===== src/epfr_pkg.sv =====
// Package for the engine page fault recorder.
// Assumes a 32-bit register path with word addresses given as byte offsets.
`default_nettype none

package epfr_pkg;

    // Register offset and reset value.
    localparam logic [15:0] EPFR_GRAPHICS_ENGINE_FAULT_RECORD_OFS = 16'h4094;
    localparam logic [31:0] EPFR_RECORD_RESET                     = 32'h0000_0000;

    // Field positions within the record.
    localparam int EPFR_ADDR_LSB   = 12;
    localparam int EPFR_ADDR_MSB   = 31;
    localparam int EPFR_TSEL_BIT   = 11;
    localparam int EPFR_REQUESTER_SOURCE_ID_LSB  = 3;
    localparam int EPFR_REQUESTER_SOURCE_ID_MSB  = 10;
    localparam int EPFR_TYPE_LSB   = 1;
    localparam int EPFR_TYPE_MSB   = 2;
    localparam int EPFR_VALID_BIT  = 0;

    // Fault kind encodings.
    typedef enum logic [1:0] {
        EPFR_FAULT_PAGE              = 2'h0,
        EPFR_FAULT_INVALID_DIR       = 2'h1,
        EPFR_FAULT_UNLOADED_DIR      = 2'h2,
        EPFR_FAULT_INVALID_UNLOADED  = 2'h3
    } epfr_fault_kind_t;

endpackage : epfr_pkg

`default_nettype wire


===== src/epfr_fault_if.sv =====
// Interface carrying one fault report from the decode logic to the record.
// Assumes the reporter and record share clk_in.
`default_nettype none

interface epfr_fault_if;
    logic        capture;
    logic [19:0] page_addr;
    logic        table_sel;
    logic [7:0]  source_id;
    logic [1:0]  kind;
    logic        clear;

    modport source (output capture, page_addr, table_sel, source_id, kind, clear);
    modport sink   (input  capture, page_addr, table_sel, source_id, kind, clear);
endinterface : epfr_fault_if

`default_nettype wire


===== src/epfr_recorder.sv =====
// Contract
// - Each engine captures its first page fault.
// - Later faults ignored while valid is set; a fault in the same cycle as a software clear is captured.
// - Valid bit zero set on capture.
// - Bits 31:12 hold faulting page address.
// - Bit 11 holds table select.
// - Bits 10:3 hold requester source id.
// - Bits 2:1 hold fault kind.
// - Fields frozen until software clears valid.
// - Only software clears; clear zeroes all fields; a fault in the clear's cycle is stored instead.
//
// Top of the engine page fault recorder: one record for one engine.
// Assumes fault reports are one-cycle pulses synchronous to clk_in and that
// register accesses are single-cycle strobes with a byte offset.
// The record itself lives in the storage module; this level decodes the offset,
// qualifies captures and clears, and registers every output.
`default_nettype none

module epfr_recorder (
    // Clock and reset.
    input  wire logic        clk_in,
    input  wire logic        reset_in,
    // Fault report from the translation logic.
    input  wire logic        fault_valid_in,
    input  wire logic [19:0] fault_page_addr_in,
    input  wire logic        fault_table_sel_in,
    input  wire logic [7:0]  fault_source_id_in,
    input  wire logic [1:0]  fault_kind_in,
    // Register access.
    input  wire logic        reg_write_in,
    input  wire logic        reg_read_in,
    input  wire logic [15:0] reg_addr_in,
    input  wire logic [31:0] reg_wdata_in,
    output logic [31:0]      reg_rdata_out,
    output logic             reg_rvalid_out,
    // Current record for the engine.
    output logic [31:0]      record_out,
    output logic             record_valid_out
);
    epfr_fault_if fault_bus ();

    logic [31:0] record;
    logic        hit;
    logic        held;
    logic [31:0] rdata_nxt;
    logic [31:0] reg_rdata_r;
    logic        reg_rvalid_r;
    logic [31:0] record_r;
    logic        record_valid_r;

    // Decode and capture qualification. A fault is taken while nothing is held,
    // or while software clears the record: a clear opens the record in the same
    // cycle, so a fault racing it is kept rather than lost behind the old flag.
    assign hit                 = reg_addr_in == epfr_pkg::EPFR_GRAPHICS_ENGINE_FAULT_RECORD_OFS;
    assign held                = record[epfr_pkg::EPFR_VALID_BIT];
    assign fault_bus.capture   = fault_valid_in && (!held || fault_bus.clear);
    assign fault_bus.page_addr = fault_page_addr_in;
    assign fault_bus.table_sel = fault_table_sel_in;
    assign fault_bus.source_id = fault_source_id_in;
    assign fault_bus.kind      = fault_kind_in;
    // Software writing zero to valid clears; writing one changes nothing,
    // since the fields are hardware-owned and a write must not forge a fault.
    assign fault_bus.clear     = reg_write_in && hit
                               && !reg_wdata_in[epfr_pkg::EPFR_VALID_BIT];
    assign rdata_nxt           = hit ? record : 32'h0000_0000;

    // Record storage; its output is the live record that decode and reads use.
    epfr_record u_record (
        .clk_in     (clk_in),
        .reset_in   (reset_in),
        .fault      (fault_bus),
        .record_out (record)
    );

    // Registered read port and mirrored record outputs.
    always_ff @(posedge clk_in) begin
        if (reset_in) begin
            reg_rdata_r    <= 32'h0000_0000;
            reg_rvalid_r   <= 1'b0;
            record_r       <= epfr_pkg::EPFR_RECORD_RESET;
            record_valid_r <= 1'b0;
        end else begin
            reg_rdata_r    <= reg_read_in ? rdata_nxt : 32'h0000_0000;
            reg_rvalid_r   <= reg_read_in;
            record_r       <= record;
            record_valid_r <= held;
        end
    end

    assign reg_rdata_out    = reg_rdata_r;
    assign reg_rvalid_out   = reg_rvalid_r;
    assign record_out       = record_r;
    assign record_valid_out = record_valid_r;

    // Capture path: valid rises one edge after a fault meets an empty record.
    chk_valid_sets: assert property (@(posedge clk_in) disable iff (reset_in)
        (fault_valid_in && !held) |=> record[0])
        else $error("Valid not set on first fault.");

    // A held record moves only when software clears it.
    chk_fields_frozen: assert property (@(posedge clk_in) disable iff (reset_in)
        (held && !fault_bus.clear) |=> $stable(record))
        else $error("Held record changed without clear.");

    // A clear with no fault beside it returns every field to zero.
    chk_clear_zeroes: assert property (@(posedge clk_in) disable iff (reset_in)
        (fault_bus.clear && !fault_bus.capture) |=> record == 32'h0000_0000)
        else $error("Clear left fields nonzero.");

    // Hardware alone never drops the valid flag.
    chk_hw_no_clear: assert property (@(posedge clk_in) disable iff (reset_in)
        (held && !fault_bus.clear) |=> held)
        else $error("Valid dropped without software.");

    // A clear with no fault beside it drops the valid flag.
    chk_clear_drops_valid: assert property (@(posedge clk_in) disable iff (reset_in)
        (fault_bus.clear && !fault_valid_in) |=> !record[epfr_pkg::EPFR_VALID_BIT])
        else $error("Clear left valid set.");

    // A fault racing the clear is kept, flag and address alike.
    chk_clear_race: assert property (@(posedge clk_in) disable iff (reset_in)
        (fault_bus.clear && fault_valid_in) |=> record[0]
            && record[31:12] == $past(fault_page_addr_in))
        else $error("Fault lost during clear.");

    // The raced fault's kind and source are its own, not the old record's.
    chk_race_fields: assert property (@(posedge clk_in) disable iff (reset_in)
        (fault_bus.clear && fault_valid_in) |=> record[2:1] == $past(fault_kind_in)
            && record[10:3] == $past(fault_source_id_in))
        else $error("Raced fault fields not kept.");

    // The first fault's page address lands in the top field.
    chk_first_addr: assert property (@(posedge clk_in) disable iff (reset_in)
        (fault_valid_in && !held) |=> record[31:12] == $past(fault_page_addr_in))
        else $error("Wrong address captured.");

    // The first fault's kind lands in its field.
    chk_kind_field: assert property (@(posedge clk_in) disable iff (reset_in)
        (fault_valid_in && !held) |=> record[2:1] == $past(fault_kind_in))
        else $error("Wrong fault kind captured.");

    // Source id and table select land together.
    chk_source_field: assert property (@(posedge clk_in) disable iff (reset_in)
        (fault_valid_in && !held) |=> record[10:3] == $past(fault_source_id_in)
            && record[11] == $past(fault_table_sel_in))
        else $error("Wrong source or table captured.");

    // Table select on its own, for every capture including a raced one.
    chk_table_field: assert property (@(posedge clk_in) disable iff (reset_in)
        fault_bus.capture |=> record[epfr_pkg::EPFR_TSEL_BIT] == $past(fault_table_sel_in))
        else $error("Wrong table select captured.");

    // A later fault while the record is held leaves every bit alone.
    chk_later_ignored: assert property (@(posedge clk_in) disable iff (reset_in)
        (held && fault_valid_in && !fault_bus.clear) |=> record == $past(record))
        else $error("Later fault disturbed the record.");

    // Valid never rises without a fault, so no write can forge a record.
    chk_no_forged_valid: assert property (@(posedge clk_in) disable iff (reset_in)
        (!held && !fault_valid_in) |=> !record[epfr_pkg::EPFR_VALID_BIT])
        else $error("Valid rose without a fault.");

    // An empty record reads as all zero, whatever emptied it.
    chk_idle_all_zero: assert property (@(posedge clk_in) disable iff (reset_in)
        !record[epfr_pkg::EPFR_VALID_BIT] |-> record == 32'h0000_0000)
        else $error("Empty record holds stale fields.");

    // Writing one to valid changes nothing; the fields are not software-writable.
    chk_set_write_kept: assert property (@(posedge clk_in) disable iff (reset_in)
        (reg_write_in && hit && reg_wdata_in[0] && !fault_valid_in) |=> $stable(record))
        else $error("Write of one altered the record.");

    // A write to another offset never reaches the record.
    chk_foreign_write: assert property (@(posedge clk_in) disable iff (reset_in)
        (reg_write_in && !hit && !fault_valid_in) |=> $stable(record))
        else $error("Foreign write altered the record.");

    // The read answer follows the strobe by one edge and carries that edge's record.
    chk_read_data: assert property (@(posedge clk_in) disable iff (reset_in)
        (reg_read_in && hit) |=> reg_rvalid_out && reg_rdata_out == $past(record))
        else $error("Read answer wrong or late.");

    // Reads of other offsets answer with zero, so nothing else leaks out.
    chk_unmapped_zero: assert property (@(posedge clk_in) disable iff (reset_in)
        (reg_read_in && !hit) |=> reg_rvalid_out && reg_rdata_out == 32'h0000_0000)
        else $error("Unmapped read not zero.");

    // With no read the answer lines rest at zero.
    chk_idle_read: assert property (@(posedge clk_in) disable iff (reset_in)
        !reg_read_in |=> !reg_rvalid_out && reg_rdata_out == 32'h0000_0000)
        else $error("Read answer without a read.");

    // The exported copies trail the record by one edge; the guard skips the
    // edge after a reset, where the copy and the record were reset apart.
    chk_record_mirror: assert property (@(posedge clk_in) disable iff (reset_in)
        !$past(reset_in) |-> record_out == $past(record))
        else $error("Exported record does not follow.");

    // The exported valid trails the held flag by one edge, with the same guard.
    chk_valid_mirror: assert property (@(posedge clk_in) disable iff (reset_in)
        !$past(reset_in) |-> record_valid_out == $past(held))
        else $error("Exported valid does not follow.");

    // An exported record with valid low is all zero.
    chk_out_zero_idle: assert property (@(posedge clk_in) disable iff (reset_in)
        !record_valid_out |-> record_out == 32'h0000_0000)
        else $error("Exported empty record not zero.");

    // Reset empties the record and quiets every output.
    chk_reset_outputs: assert property (@(posedge clk_in)
        reset_in |=> record_out == 32'h0000_0000 && !record_valid_out
            && !reg_rvalid_out && reg_rdata_out == 32'h0000_0000)
        else $error("Outputs not zero after reset.");

    // The internal record is empty one edge after any reset edge.
    chk_reset_zero: assert property (@(posedge clk_in)
        reset_in |=> record == 32'h0000_0000)
        else $error("Record not zero after reset.");

endmodule : epfr_recorder

`default_nettype wire


===== src/epfr_record.sv =====
// Record storage: holds the first captured fault until software clears it.
// Assumes capture and clear are already qualified by the top module.
`default_nettype none

module epfr_record (
    // Clock and reset.
    input  wire logic        clk_in,
    input  wire logic        reset_in,
    // Qualified capture and clear.
    epfr_fault_if.sink       fault,
    // Stored record.
    output logic [31:0]      record_out
);
    logic [31:0] record_r;
    logic [31:0] record_nxt;
    logic [31:0] captured;

    // Captured word assembled from the report fields.
    assign captured = {fault.page_addr, fault.table_sel, fault.source_id, fault.kind, 1'b1};

    // Capture wins over a clear in the same cycle so the new fault is kept.
    assign record_nxt = fault.capture ? captured
                      : fault.clear   ? epfr_pkg::EPFR_RECORD_RESET
                      : record_r;

    // Record flop, zero out of reset.
    always_ff @(posedge clk_in) begin
        if (reset_in) begin
            record_r <= epfr_pkg::EPFR_RECORD_RESET;
        end else begin
            record_r <= record_nxt;
        end
    end

    assign record_out = record_r;

    // A capture lands whole in the next cycle.
    chk_capture_lands: assert property (@(posedge clk_in) disable iff (reset_in)
        fault.capture |=> record_r == $past(captured))
        else $error("Captured fault not stored.");

endmodule : epfr_record

`default_nettype wire


===== config.mk =====
export PLATFORM = sky130hd
export DESIGN_NAME = epfr_recorder
export DESIGN_NICKNAME = d
export VERILOG_FILES = /design/src/epfr_pkg.sv /design/src/epfr_fault_if.sv /design/src/epfr_recorder.sv /design/src/epfr_record.sv
export SDC_FILE = /design/constraint.sdc
export NUM_CORES = 1
export LEC_CHECK = 0
export BUFFER_PORTS_ARGS = -buffer_cell sky130_fd_sc_hd__buf_2
export CORE_MARGIN = 4
export CORE_UTILIZATION = 44
export DETAILED_ROUTE_END_ITERATION = 10
export GPL_TIMING_DRIVEN = 0
export HOLD_SLACK_MARGIN = 0.1
export PLACE_DENSITY = 0.78
export SYNTH_ARGS = -nofsm -noshare
export SYNTH_HDL_FRONTEND = slang
export SYNTH_SLANG_ARGS = --single-unit

===== constraint.sdc =====
create_clock -name clk_in -period 1.48 [get_ports clk_in]
set_input_delay 0.074 -clock clk_in [delete_from_list [all_inputs] [get_ports clk_in]]
set_output_delay 0.074 -clock clk_in [all_outputs]
set_load 0.05 [all_outputs]

; ---- After elaboration in Yosys (flattened, before gate mapping)
; Index checks and enable logic that the tools add are counted.
[word_totals]
ff_bits = 98
[op_classes]
eq_ne = 1
n_reduce_logical = 8
mux = 2
n_bitwise = 2
[op_table]
columns = cell, n
row1 = $mux 32, 2
row2 = $eq 16x15->1 const B, 1
row3 = $logic_and 1x1->1, 3
row4 = $reduce_or 3->1, 1
row5 = $logic_not 1->1, 2
row6 = $not 1->1, 2
row7 = $reduce_bool 2->1, 1
row8 = $logic_or 1x1->1, 1

; ---- Depth between registers and ports, before layout
[depth]
word_depth = 6
ltp_mapped = 6
depth_no_buf = 4

; ---- Hierarchy
; A second synthesis with hierarchy kept.
[unflattened]
cells_unflattened = 330
hier_area_um2 = 3582.2
[by_module_without_submodules]
columns = mod, area_each_um2, cells_each, seq_area_each_um2, n_inst
row1 = epfr_recorder, 2095.8, 187, 1301.2, 1
row2 = epfr_record, 1486.4, 143, 640.6, 1

; ---- Least setup slack after synthesis
; Ideal clock, no wire load.
[synth_path]
path_kind = in2reg
start = input reg_addr_in[13]
end = register u_record.record_r[10] (netlist: u_record.record_out[10])
required_time_ps = 1363
path_slack_ps = 136
arrival_ps = 1228
path_stages = 5
cell_sequence = nor4_2 -> nand3_2 -> o31a_1 -> buf_6 -> a22o_1
[synth_via]
elab_chain_len = 6
elab_cells_between_ends = 7
cone_classes = eq/ne: 1 / mux: 1 / reduce/logical: 5
[synth_rtl]
columns = item, line_no
row1 = from (decl), epfr_recorder.sv:32  ; input wire logic [15:0] reg_addr_in,
row2 = $eq 16x15->1 *, epfr_recorder.sv:54  ; assign hit = reg_addr_in == epfr_pkg::EPFR_GRAPHICS_ENGINE_FAULT_RECORD_OFS;
row3 = $logic_and 1x1->1 *, epfr_recorder.sv:63  ; assign fault_bus.clear = reg_write_in && hit
row4 = $logic_and 1x1->1 *, epfr_recorder.sv:64  ; && !reg_wdata_in[epfr_pkg::EPFR_VALID_BIT];
row5 = $logic_or 1x1->1, epfr_recorder.sv:56  ; assign fault_bus.capture = fault_valid_in && (!held || fault_bus.clear);
row6 = $logic_and 1x1->1, epfr_recorder.sv:56
row7 = $mux 32 / $reduce_bool 2->1 (equally long branches), -
row8 = to (signal assigned), epfr_record.sv:29  ; record_r <= epfr_pkg::EPFR_RECORD_RESET;
row9 = to (signal assigned), epfr_record.sv:31  ; record_r <= record_nxt;
row10 = to (decl), epfr_record.sv:14  ; logic [31:0] record_r;
; Mark *: on every way between the ends. The rest lies on a longest branch, timed or not.
; A chain may end at the register's enable or synchronous reset.

; ---- Worst setup path in the final report
[layout_path]
start = register u_record.record_r[0] (netlist: u_record.record_out[0])
end = register u_record.record_r[1] (netlist: u_record.record_out[1])
[layout_via]
elab_chain_len = 4
elab_cells_between_ends = 5
cone_classes = mux: 1 / reduce/logical: 4
[layout_rtl]
columns = item, line_no
row1 = $logic_not 1->1 *, epfr_recorder.sv:56
row2 = $logic_or 1x1->1 *, epfr_recorder.sv:56
row3 = $logic_and 1x1->1 *, epfr_recorder.sv:56
row4 = $mux 32 / $reduce_bool 2->1 (equally long branches), -
; Marked as above.

==> metrics.md <==
| Metric | Value |
|---|---|
| Clock Tree Buf Depth | `2` |
| Initial core utilization | `0.458` |
| Sw power | `1.19 mW` |
| H-tree level count | `3` |
| Run status | `finished clean` |
| Max-slew headroom | `0.649` |
| Hold_sp | `reg_write_in` |
| Post-Syn Area | `0.00294 sq mm` |
| Final slew viol count | `0` |
| Reg2Reg Depth | `5` |
| Area grow syn2layout | `42.5%` |
| Worst Clk Skew | `0.00987 ns` |
| Initial antenna violation count | `0` |
| Internal | `3.88 mW` |
| Crit-path cells | `inv_1 -> a21oi_1 -> o31a_1 -> buf_6 -> a22o_1` |
| Syn. warnings | `0` |
| Multi-input gate area | `between 800 and 900 sq um` |
| Crit path max-delay cell type | `dfxtp_1` |
| CP Max Fanout | `10` |
| Core area | `0.00642 sq mm` |
| Netlist cell types | `23` |
| Post-Synthesis Cells | `around 220` |
| Met2 Use GR | `0.296` |
| Port Buf Inserts | `117` |
| RSZ-0062 raised after global routing | `no` |
| DR vias/cell | `4.63` |
| HP Class | `in -> reg` |
| Synth Register Bits | `97` |
| Critical path buffers and inverters | `2` |
| Clock root cell | `clkbuf_8` |
| Critical path class | `reg -> reg` |
| Total Nets Final | `469` |
| Post-route ant nets | `0` |
| Top Usage Layer GRT | `met2` |
| Period utilization | `0.916` |
| Leakage power figure | `1.99 nW` |
| Vias | `approximately 2.2k` |
| Rows | `29` |
| Worst-Skew Late Latency | `0.35 ns` |
| Post-DP HPWL | `4380 um` |
| First-pass GRT wire length | `around 11000 um` |
| Largest net degree at the start of global routing | `17` |
| Final hold violations | `0` |
| Syn_nets | `between 300 and 400` |
| CTS Sinks | `97` |
| Final setup margin | `between 0.1 and 0.15 ns` |
| # Post-CTS Setup Buffers | `0` |
| Worst-Margin Slew | `about 0.53 ns` |
| Finish-stage setup viols | `0` |
| Inserted Diodes | `0` |
| CTS Hold Bufs | `35` |
| GRT met3 Usage | `0.0743` |
| Net Sw Frac | `0.234` |
| Tmin final | `1.36 ns` |
| Pre-CTS setup slack | `-0.116 ns` |
| Post-CTS sizing | `0` |
| 1st-pass router iterations | `3` |
| Ranking of synthesized cells by area | `dfxtp_1, a22o_1, and2_1` |
| Hold WS | `0.167 ns` |
| Layout cells sized above 1 | `0.391` |
| Clk network pwr share | `0.360` |
| Die Width | `89.7 um` |
| GR Overflow Total | `0` |
| Gate family responsible for the most delay along the worst path | `compound AO/OA/AOI/OAI gates` |
| DRC viols | `0` |
| Clock transition at path regs | `0.09 ns` |
| IO Count | `150` |
| Non-Filler Instances | `466` |
| Highest clock rate | `0.737 GHz` |
| Average routed wire per standard cell | `between 10 and 15 um` |
| Iteration-0 DRC count of the detailed router | `59` |
| Vias in the first global route | `about 2.3k` |
| Crit path launch type | `register` |
| CTS tree | `done` |
| Crit Reg-Reg Startpoint | `u_record.record_out[0]` |
| Reg2reg end | `u_record.record_out[1]` |
| Crit path capture type | `register` |
| Required @ worst endpoint | `roughly 1.8 ns` |
| GRT met1 Usage | `0.187` |
| Post-synth top area share | `0.661` |
| Syn avg cell area | `13.2 sq um` |
| Sequential cell fraction of total power | `0.541` |
| Seq/Total Area, Yosys | `0.661` |
| Combinational Power Share | `0.099` |
| Filler cells | `500` |
| Die area | `0.00805 sq mm` |
| Dominant cell type by area after synthesis | `dfxtp_1` |
| PwrDens | `1210 mW/mm^2` |
| Max-Cap Viols | `0` |
| Critical path depth in cells | `5` |
| Peak supply drop | `735 uV` |
| Num CTS Buffers | `9` |
| Hold Path Stages | `4` |
| FF/Latch Area | `0.00194 sq mm` |
| Arrival time at the worst endpoint | `1.65 ns` |
| DIE HEIGHT | `between 80 and 90 um` |
| Placed insts | `416` |
| Hold EP | `u_record.record_out[0]` |
| Critical path's largest stage delay | `0.40 ns` |
| Reg2reg setup slack | `~0.12 ns` |
| Final WL | `6710 um` |
| GRT Overall Usage | `0.173` |
| Final weighted congestion in routability-driven placement | `a little over 0.7` |
## final cells by class
| class | count | share of cell area |
|---|---|---|
| clock inverters | 6 | 0.0221 |
| flip-flops and latches | 97 | 0.464 |
| multi-input cells | 110 | 0.206 |
| inverters | 1 | 0.000896 |
| repair buffers | 152 | 0.223 |
| well taps | 77 | 0.0230 |
| clock buffers | 9 | 0.0296 |
| plain buffers | 14 | 0.0314 |
## power groups by stage
stage | clock network (mW) | logic [mW] | registers [mW]
6_report | 1.82 | 0.502 | 2.74
5_1_grt | 1.98 | 0.536 | 2.76
4_1_cts | 1.87 | 0.501 | 2.74
3_5_place_dp | 0 | 0.428 | 2.80
3_3_place_gp | 0 | 0.421 | 2.80
2_1_floorplan | 0 | 0.164 | 2.91
## tightest hold or removal path: stages
cell	delay (ns)
buf_2	0.08
nand2b_1	0.08
nor3_1	0.15
o31ai_1	0.09
## logic make-up (layout without fill, tap and decap cells)
kind of cell,after synthesis,in the layout,synth area share
compound gates,35,35,0.107
flops,97,97,0.661
simple gates,75,75,0.186
buf+inv,15,182,0.0460
## how the worst max path moves through the flow
stage,start,end
final,u_record.record_out[0],u_record.record_out[1]
after global routing,u_record.record_out[0],u_record.record_out[25]
after CTS,u_record.record_out[0],u_record.record_out[1]
after detailed placement,reg_addr_in[13],reg_rdata_out[28]
after global placement,reg_addr_in[9],reg_rdata_out[6]
after floorplan,reg_addr_in[13],u_record.record_out[10]
## synthesized netlist by cell type, drive strengths merged
cell     instances
and2            32
o22ai            1
a21oi            1
clkbuf           3
nand3            1
nand4bb          1
o31ai            1
inv              1
nand2b           2
nor4             1
nor2             1
dfxtp           97
nor2b           32
nor3             1
o31a             1
nor4b            3
buf             11
a22o            31
or3              1
## metrics by stage
step / instance area [sq um] / setup TNS [ns] / power [mW] / util
3_5_place_dp: 3620 / -5.60 / 3.23 / 0.564
5_1_grt: 4190 / 0 / 5.27 / 0.652
3_3_place_gp: 3620 / -4.96 / 3.22 / 0.564
6_report: 4190 / 0 / 5.07 / 0.652
2_1_floorplan: 2940 / 0 / 3.08 / -
4_1_cts: 4190 / 0 / 5.11 / 0.652
## state kept, by name, summed over array words and instances (netlist names)
name	count
record_out	32
reg_rdata_out	32
reg_rvalid_out	1
u_record.record_out	32
## per-layer routing
layer | vias to the layer above | wire, um
met5 | - | 0
met4 | 0 | 123
met3 | 13 | 556
met2 | 79 | 3380
met1 | 997 | 2650
li1 | 1067 | -
## cell usage in the layout, fill, tap and decap left out, types with 2 or more instances in the layout
cell type      netlist  layout
clkbuf_1             3       3
dlygate4sd3_1        0      35
buf_2                0     117
and2_1              32      32
clkbuf_8             0       9
bufinv_16            0       2
clkinvlp_4           0       2
dfxtp_1             97      97
nor2b_1             32      32
buf_6               10      10
a22o_1              30      30
nor4b_4              2       2
No activity file was read; power rests on OpenSTA's default activity.
